<file path="src/rtl/sac_regs.svh">
// Purpose: Timing counts and code constants of the conversion control
// Assumes: One 200 MHz reference clock drives the whole block
// Notes:   Definitions only
`ifndef SAC_REGS_SVH
`define SAC_REGS_SVH

// Reference clock period in ns
`define SAC_CLK_PERIOD_NS 5
// Internal sequencing clock is the reference divided by this
`define SAC_DIV_RATIO     8
// Width of the divider phase counter
`define SAC_PHASE_W       3
// Result width in bits
`define SAC_RES_BITS      8
// Width of the bit index counter
`define SAC_BIT_IDX_W     3
// Reference clocks the done set signal is held
`define SAC_SET_CLKS      8
// Width of the done set counter
`define SAC_SET_CNT_W     3
// Least gap from done to read strobe, in reference clocks
`define SAC_READ_GAP_CLKS 8
// Number of synchronised pin inputs
`define SAC_PIN_COUNT     4
// Reset level of the pin synchronisers
`define SAC_PIN_RST       4'hf

`endif
</file>
<file path="src/rtl/sac_pkg.sv">
// Purpose: Types of the conversion control
// Assumes: Constants come from sac_regs.svh
// Notes:   Nothing is imported; use sac_pkg::name
package sac_pkg;

    // Sequencer states
    typedef enum logic [2:0] {
        SAC_ST_IDLE,
        SAC_ST_HOLD,
        SAC_ST_CONV,
        SAC_ST_XFER,
        SAC_ST_SIG
    } sac_state_t;

endpackage : sac_pkg

</file>
<file path="src/rtl/sac_adc_ctrl.sv">
// Purpose: Start, reset and completion control of an 8-bit SAR converter
// Assumes: Pins are asynchronous to ref_clk and are synchronised here
// Notes:   Analog ladder and comparator sit outside; cmp_hi is its answer
`timescale 1ns/100ps
`default_nettype none
`include "sac_regs.svh"

module sac_adc_ctrl #(
    parameter int DIV_RATIO = `SAC_DIV_RATIO,  // Divider ratio
    parameter int PHASE_W   = `SAC_PHASE_W,    // Divider counter width
    parameter int RES_BITS  = `SAC_RES_BITS,   // Result width
    parameter int SET_CLKS  = `SAC_SET_CLKS    // Done set length
) (
    input  wire logic                ref_clk,            // Reference clock
    input  wire logic                sys_rst,            // Async reset, high
    input  wire logic                cs_n,               // Chip select, low
    input  wire logic                wr_n,               // Start strobe, low
    input  wire logic                rd_n,               // Read strobe, low
    input  wire logic                cmp_hi,             // Input not below trial
    output logic      [RES_BITS-1:0] dac_code,           // Trial code to ladder
    output logic      [RES_BITS-1:0] data_out,           // Latched result
    output logic                     data_oe,            // Bus drive enable
    output logic                     conversion_done_n   // Done flag, low
);

    // Sequence in reference clocks, counted from the edge that loads the MSB
    //   Edge 0:  trial code with only the MSB set on the ladder
    //   Edge 8:  MSB decided, next lower bit set as trial
    //   Edge 64: last bit decided, search over
    //   Edge 65: result moved into the output latch
    //   Edge 66: done flip-flop set, pin goes low
    //   Edge 73: last edge of the set window
    // Pin latency
    //   Every pin is seen two edges after it settles
    //   Edge detection adds one more flip-flop on the start strobe
    // Start handling
    //   Select and start strobe low together act as a level, not an edge
    //   The request wins over every state, so a long strobe holds reset
    //   Release is taken at the first divider pulse that finds it gone
    //   Hence the one to eight clock spread on the start latency
    // Done handling
    //   Set window beats a read, so an early read cannot clear done
    //   A start request clears done and suppresses the set window
    //   Feedback of done to the start strobe therefore gives a short pulse
    // Hazards
    //   The comparator answer is sampled through the synchroniser
    //   It must settle within six clocks of a trial code change
    //   A start strobe edge with select high clears the search only
    //   Data bus drive is only the enable; the pad holds the three-state

    // Pin vector order inside the synchroniser
    localparam int PIN_CS  = 0;
    localparam int PIN_WR  = 1;
    localparam int PIN_RD  = 2;
    localparam int PIN_CMP = 3;

    // Idle level of every pin, one bit per synchroniser
    localparam logic [`SAC_PIN_COUNT-1:0] PIN_RST = `SAC_PIN_RST;

    // Synchroniser stages and the delayed strobe for edge detection
    logic [`SAC_PIN_COUNT-1:0] pin_raw;     // Raw pins
    logic [`SAC_PIN_COUNT-1:0] meta_q;      // First stage only
    logic [`SAC_PIN_COUNT-1:0] sync_q;      // Second stage, safe to use
    logic                      wr_dly_q;    // Start strobe one clock later

    // Synchronised pin levels
    logic cs_s;
    logic wr_s;
    logic rd_s;
    logic cmp_s;

    // Decoded events
    logic start_req;   // Select and start strobe both low
    logic wr_fall;     // Start strobe falling edge
    logic read_en;     // Select and read strobe both low
    logic tick;        // Internal sequencing clock pulse

    // Sequencer state
    sac_pkg::sac_state_t                      state_q;   // Current state
    logic [PHASE_W-1:0]                       phase_q;   // Divider phase
    logic [`SAC_BIT_IDX_W-1:0]                bit_q;     // Bit under test
    logic [`SAC_BIT_IDX_W-1:0]                bit_m1;    // Next lower bit
    logic [`SAC_SET_CNT_W-1:0]                set_cnt_q; // Done set length
    logic [RES_BITS-1:0]                      sar_q;     // Approximation
    logic [RES_BITS-1:0]                      data_q;    // Output latch
    logic                                     done_q;    // Done flip-flop

    // Pins gathered for the synchroniser loop
    assign pin_raw = {
        cmp_hi,   // Comparator answer
        rd_n,     // Read strobe
        wr_n,     // Start strobe
        cs_n      // Chip select
    };

    // Two flip-flops per pin before any logic looks at it
    genvar gi;
    generate
        for (gi = 0; gi < `SAC_PIN_COUNT; gi++) begin : g_sync
            // One synchroniser per pin
            always_ff @(posedge ref_clk or posedge sys_rst) begin
                if (sys_rst) begin
                    // Idle level, so no false edge follows reset
                    meta_q[gi] <= PIN_RST[gi];
                    sync_q[gi] <= PIN_RST[gi];
                end else begin
                    // Pin shifts through both stages
                    meta_q[gi] <= pin_raw[gi];
                    sync_q[gi] <= meta_q[gi];
                end
            end
        end
    endgenerate

    // Named views of the synchronised pins
    assign cs_s  = sync_q[PIN_CS];
    assign wr_s  = sync_q[PIN_WR];
    assign rd_s  = sync_q[PIN_RD];
    assign cmp_s = sync_q[PIN_CMP];

    // Delayed start strobe, reads only the second stage
    always_ff @(posedge ref_clk or posedge sys_rst) begin
        if (sys_rst) begin
            // Strobe idles high
            wr_dly_q <= 1'b1;
        end else begin
            // Last synchronised level
            wr_dly_q <= wr_s;
        end
    end

    // Event decode
    // Level request: held as long as both stay low
    assign start_req = ~cs_s & ~wr_s;
    // Falling edge of the strobe, with or without select
    assign wr_fall   = wr_dly_q & ~wr_s;
    // Read access: both low
    assign read_en   = ~cs_s & ~rd_s;
    // Index of the next trial bit
    assign bit_m1    = bit_q - `SAC_BIT_IDX_W'(1);

    // Free-running divider; one pulse every DIV_RATIO clocks
    always_ff @(posedge ref_clk or posedge sys_rst) begin
        if (sys_rst) begin
            // Phase zero after reset
            phase_q <= '0;
        end else if (phase_q == PHASE_W'(DIV_RATIO - 1)) begin
            // Wrap at the end of a sequencing period
            phase_q <= '0;
        end else begin
            phase_q <= phase_q + PHASE_W'(1);
        end
    end

    // Sequencing pulse at one eighth of the reference rate
    assign tick = (phase_q == PHASE_W'(DIV_RATIO - 1));

    // Sequencer: hold, search, transfer and signal
    always_ff @(posedge ref_clk or posedge sys_rst) begin
        if (sys_rst) begin
            state_q <= sac_pkg::SAC_ST_IDLE;
        end else if (start_req) begin
            // Request wins in any state, even mid-search
            state_q <= sac_pkg::SAC_ST_HOLD;
        end else begin
            case (state_q)
                sac_pkg::SAC_ST_IDLE: begin
                    // Waiting for a start request
                    state_q <= sac_pkg::SAC_ST_IDLE;
                end
                sac_pkg::SAC_ST_HOLD: begin
                    // Leave reset only on a pulse after release
                    if (tick) begin
                        state_q <= sac_pkg::SAC_ST_CONV;
                    end
                end
                sac_pkg::SAC_ST_CONV: begin
                    // Last bit decided ends the search
                    if (tick && bit_q == '0) begin
                        state_q <= sac_pkg::SAC_ST_XFER;
                    end
                end
                sac_pkg::SAC_ST_XFER: begin
                    // Result moves to the latch this edge
                    state_q <= sac_pkg::SAC_ST_SIG;
                end
                sac_pkg::SAC_ST_SIG: begin
                    // Set signal held for SET_CLKS clocks
                    if (set_cnt_q == `SAC_SET_CNT_W'(SET_CLKS - 1)) begin
                        state_q <= sac_pkg::SAC_ST_IDLE;
                    end
                end
                default: begin
                    // Unused code returns to idle
                    state_q <= sac_pkg::SAC_ST_IDLE;
                end
            endcase
        end
    end

    // Length of the done set signal
    always_ff @(posedge ref_clk or posedge sys_rst) begin
        if (sys_rst) begin
            set_cnt_q <= '0;
        end else if (state_q == sac_pkg::SAC_ST_SIG && !start_req) begin
            // Count the clocks of the set window
            set_cnt_q <= set_cnt_q + `SAC_SET_CNT_W'(1);
        end else begin
            // Ready for the next window
            set_cnt_q <= '0;
        end
    end

    // Approximation register and the bit under test
    always_ff @(posedge ref_clk or posedge sys_rst) begin
        if (sys_rst) begin
            sar_q <= '0;
            bit_q <= '0;
        end else if (start_req || wr_fall) begin
            // Approximation register cleared, no trial bit yet
            sar_q <= '0;
            bit_q <= `SAC_BIT_IDX_W'(RES_BITS - 1);
        end else if (state_q == sac_pkg::SAC_ST_HOLD && tick) begin
            // First stage loaded: MSB is tried first
            sar_q                 <= '0;
            sar_q[RES_BITS-1]     <= 1'b1;
            bit_q                 <= `SAC_BIT_IDX_W'(RES_BITS - 1);
        end else if (state_q == sac_pkg::SAC_ST_CONV && tick) begin
            // Keep the trial bit only if input is not below it
            sar_q[bit_q] <= cmp_s;
            if (bit_q != '0) begin
                // Next lower bit becomes the trial
                sar_q[bit_m1] <= 1'b1;
                bit_q         <= bit_m1;
            end
        end
    end

    // Trial code to the ladder follows the register
    assign dac_code = sar_q;

    // Output latch, loaded only when a search completes
    always_ff @(posedge ref_clk or posedge sys_rst) begin
        if (sys_rst) begin
            // No result yet
            data_q <= '0;
        end else if (state_q == sac_pkg::SAC_ST_XFER && !start_req) begin
            // Search finished; an abort leaves the old result
            data_q <= sar_q;
        end
    end

    // Done flip-flop; a start request beats the set signal, which beats the read clear
    always_ff @(posedge ref_clk or posedge sys_rst) begin
        if (sys_rst) begin
            // Nothing finished yet
            done_q <= 1'b0;
        end else if (state_q == sac_pkg::SAC_ST_SIG && !start_req) begin
            // Set window drives the flag every clock
            done_q <= 1'b1;
        end else if (start_req) begin
            // New start cancels an unread result flag
            done_q <= 1'b0;
        end else if (read_en) begin
            // Read access acknowledges the result
            done_q <= 1'b0;
        end
    end

    // Done pin low while the flip-flop is set
    assign conversion_done_n = ~done_q;

    // Bus drive only while selected and read
    assign data_oe  = read_en;
    assign data_out = data_q;

endmodule : sac_adc_ctrl

`default_nettype wire

</file>
<file path="config.mk">
export PLATFORM = sky130hd
export DESIGN_NAME = sac_adc_ctrl
export DESIGN_NICKNAME = d
export VERILOG_FILES = /design/src/rtl/sac_pkg.sv /design/src/rtl/sac_adc_ctrl.sv
export VERILOG_INCLUDE_DIRS = /design/src /design/src/rtl
export SDC_FILE = /design/constraint.sdc
export NUM_CORES = 1
export LEC_CHECK = 0
export ABC_AREA = 1
export BUFFER_PORTS_ARGS = -buffer_cell sky130_fd_sc_hd__buf_2
export CORE_AREA = 2 2 66 68
export DETAILED_ROUTE_END_ITERATION = 12
export DIE_AREA = 0 0 68 70
export MAX_ROUTING_LAYER = met4
export PLACE_DENSITY = 0.7
export SLEW_MARGIN = 10
export SYNTH_ARGS = -nofsm -noshare
export SYNTH_HDL_FRONTEND = slang
export SYNTH_SLANG_ARGS = --single-unit
export TNS_END_PERCENT = 30
</file>
<file path="constraint.sdc">
create_clock -name ref_clk -period 1.6 [get_ports ref_clk]
set_input_delay 0.16 -clock ref_clk [delete_from_list [all_inputs] [get_ports ref_clk]]
set_output_delay 0.16 -clock ref_clk [all_outputs]
set_load 0.1 [all_outputs]
</file>
==> impl_metrics.py <==
metrics = {
    "sta": {
        "worst_hold_slack_ns": 0.356,
        "hold_viol": 0,
        "max_clock_freq_mhz": 687,
        "fin_crit_sh": 0.909,
        "period_needed_ns": 1.45,
        "setup_viol": 0,
        "fin_tns_setup_ns": 0,
        "slew-limit-headroom": 0.673,
        "slew_viol_final": 0,
        "rsz0062_at_grt": "false",
        "max_slew.worst_pin.slew_ns": 0.495,
        "finClkSkew_ns": 0.00461,
        "layout_setup_ws_ns": 0.145,
    },
    "die": {
        "coreArea_mm2": 0.00414,
        "num_rows": 24,
        "start_util": 0.434,
        "ios": 24,
        "die_w_um": 68,
        "die_h_um": 70,
        "die_area_mm2": 0.00476,
    },
    "placed_design": {
        "dp_slack_ns": 0.119,
        "portBuffers": 23,
        "dp.cells": 283,
        "place_congestion": 0.868,
        "place_area_mm2": 0.00201,
        "dp_hpwl_um": 2400,
    },
    "grt": {
        "grt_usage": 0.168,
        "grt_antenna_before_repair": 0,
        "grt_pass1_wl_um": 5960,
        "grt_max_degree": 39,
        "grt_overflow": 0,
        "grt_pass1_vias": 1358,
    },
    "synthesis": {
        "syn-instance-count": 204,
        "yosysMostFrequentCell": "nand2_1",
        "synth_cell_types": 26,
        "synthTopCellsByArea": "dfrtp_1 (40%), dfstp_2 (13%), nand2_1 (11%), o21ai_0 (6.7%), inv_1 (6.1%)",
        "syn-mean-instance-area_um2": 8.81,
        "synth_commonest_cells": "nand2_1 (55), dfrtp_1 (29), inv_1 (29)",
        "synth-seq-cells": 38,
        "ys_seq_area_frac": 0.536,
        "syn_area_mm2": 0.00180,
        "async_reset_ff_frac": 1.00,
        "ys_dominant_reg_cell": "dfrtp_1",
        "yosysTopAreaCell": "dfrtp_1",
        "syn_nets": 216,
        "synth_edf_count": 0,
        "synth_top_area_frac": 0.404,
        "yosysWarnings": 0,
    },
    "flow_run": {
        "cap_violations": 0,
    },
    "worst_setup_path": {
        "path_max_fanout": 4,
        "required_ns": 1.82,
        "worstSetupStartpointType": "flop",
        "slowest_delay_ns": 0.39,
        "cp_common_cell": "nand2_1",
        "worst_r2r_path_depth": 9,
        "path_cells": "ha_1 > ha_4 > nand4_1 > nand2_2 > inv_1 > nand2_2 > nand2_1 > nand2_1 > nand2_1",
        "critPathKind": "flop to flop",
        "arrival_ns": 1.68,
        "end_kind": "flop",
        "timing.rr.end": "bit_q[0]",
        "r2r-start": "phase_q[0]",
        "regToRegSetupSlack_ns": 0.15,
        "slowest_stage": "dfrtp_1",
    },
    "cts": {
        "clk_latency_ns": 0.28,
        "cts_tree": "built",
        "cts-root-buf": "clkbuf_8",
        "clock_sinks": 38,
        "clockBufferDepth": 2,
        "htreeDepth": 2,
        "cts_buffers": 5,
        "cts_setup_buffers": 0,
        "clk_transition_reported_paths_ns": 0.07,
    },
    "final_layout": {
        "antenna_cells": 0,
        "instances_no_fill": 296,
        "postLayoutCellArea_mm2": 0.00218,
        "nFillCells": 408,
        "finish.utilization": 0.526,
        "num-nets-final": 255,
        "syn_to_final_growth_pct": 21.3,
        "drive_gt1_frac": 0.246,
    },
    "min_path": {
        "worstHoldStart": "meta_q[3]",
        "hp-class": "flop to flop",
        "min_delay_path_depth": 0,
        "holdPathEnd": "cmp_s",
    },
    "pwr": {
        "p_leak_nw": 1.15,
        "power.total_mw": 2.82,
        "ir_drop_mv": 0.496,
        "power_density_mw_per_mm2": 1290,
    },
    "drt": {
        "routedWlPerCell_um": 11.3,
        "viasPerCell": 4.67,
        "dr.first_iter.drc_count": 103,
        "drc": 0,
        "dr.pass1.iters": 4,
        "vias": 1383,
        "wl_um": 3350,
        "ant_nets": 0,
    },
    "status": {
        "outcome": "completed",
    },
}
worst max-delay path by stage:
stage / from / to / slack, ns
after floorplan: dac_code[6] / dac_code[6] / 0.15
after global placement: phase_q[0] / dac_code[6] / 0.17
after detailed placement: phase_q[0] / bit_q[0] / 0.12
after CTS: phase_q[0] / bit_q[0] / 0.06
after global routing: phase_q[0] / dac_code[3] / 0.01
final: phase_q[0] / bit_q[0] / 0.15
per-layer routing:
metal  GRT usage  vias to the layer above  routed length [um]
met2       0.255                       24                1540
li1            -                      727                   -
met1       0.219                      626                1620
met3      0.0386                        6                 126
met4      0.0644                        0                  63
met5           -                        -                   0
where the power goes:
part,internal (mW),total (mW),switching (mW)
Clock,0.466,0.777,0.311
Combinational,0.265,0.938,0.673
Sequential,1.05,1.11,0.0597
Total,1.78,2.82,1.04
critical path, delay by kind of cell (launching register included):
| kind | cells | cell delay (ns) |
|---|---|---|
| buffers and inverters | 1 | 0.11 |
| AND/OR/NAND/NOR | 6 | 0.49 |
| flip-flops | 1 | 0.39 |
| adder cells (fa/ha/maj) | 2 | 0.41 |
area by class of cell:
type	instances	area (um2)	area share
Sequential cell	38	962	0.441
Multi-Input combinational cell	133	716	0.328
Timing Repair Buffer	35	218	0.0999
Inverter	30	113	0.0517
Clock buffer	7	76.3	0.0350
Tap cell	52	65.1	0.0299
Clock inverter	1	30.0	0.0138
cells by family after synthesis:
group	after synthesis	share of synthesized area
AO/OA/AOI/OAI	33	0.107
adder cells (fa/ha/maj)	6	0.0418
buffers and inverters	33	0.0745
flip-flops	38	0.536
AND/OR/NAND/NOR	94	0.241
registers in the layout (all words and copies together), names as in the netlist, 3 cells and up:
register,cells
dac_code,8
phase_q,3
bit_q,3
data_out,8
meta_q,4
state_q,3
set_cnt_q,3
cell usage in the layout, fill, tap and decap left out:
cell type	instances
nand2_1	55
dfrtp_1	29
inv_1	28
o21ai_0	24
buf_2	23
nand3_1	16
nor2_1	10
dfstp_2	9
buf_4	7
ha_1	5
clkbuf_8	5
dlygate4sd3_1	5
nand2_2	3
inv_2	2
nand4_1	2
nand2_4	2
a21oi_1	2
o21ai_2	2
clkbuf_1	2
nand4_4	1
nor3_1	1
nor2_2	1
o31ai_1	1
nand3b_1	1
o21ai_4	1
nor2_4	1
or2_2	1
o22ai_1	1
o211ai_1	1
a22oi_1	1
ha_4	1
bufinv_16	1
what timing repair did:
item	4_1_cts	5_1_grt
endpoints found under the hold margin	33	0
endpoints found under the setup margin	0	9
hold buffers	5	0
resized for setup	0	3
No activity file was read; power rests on OpenSTA's default activity.
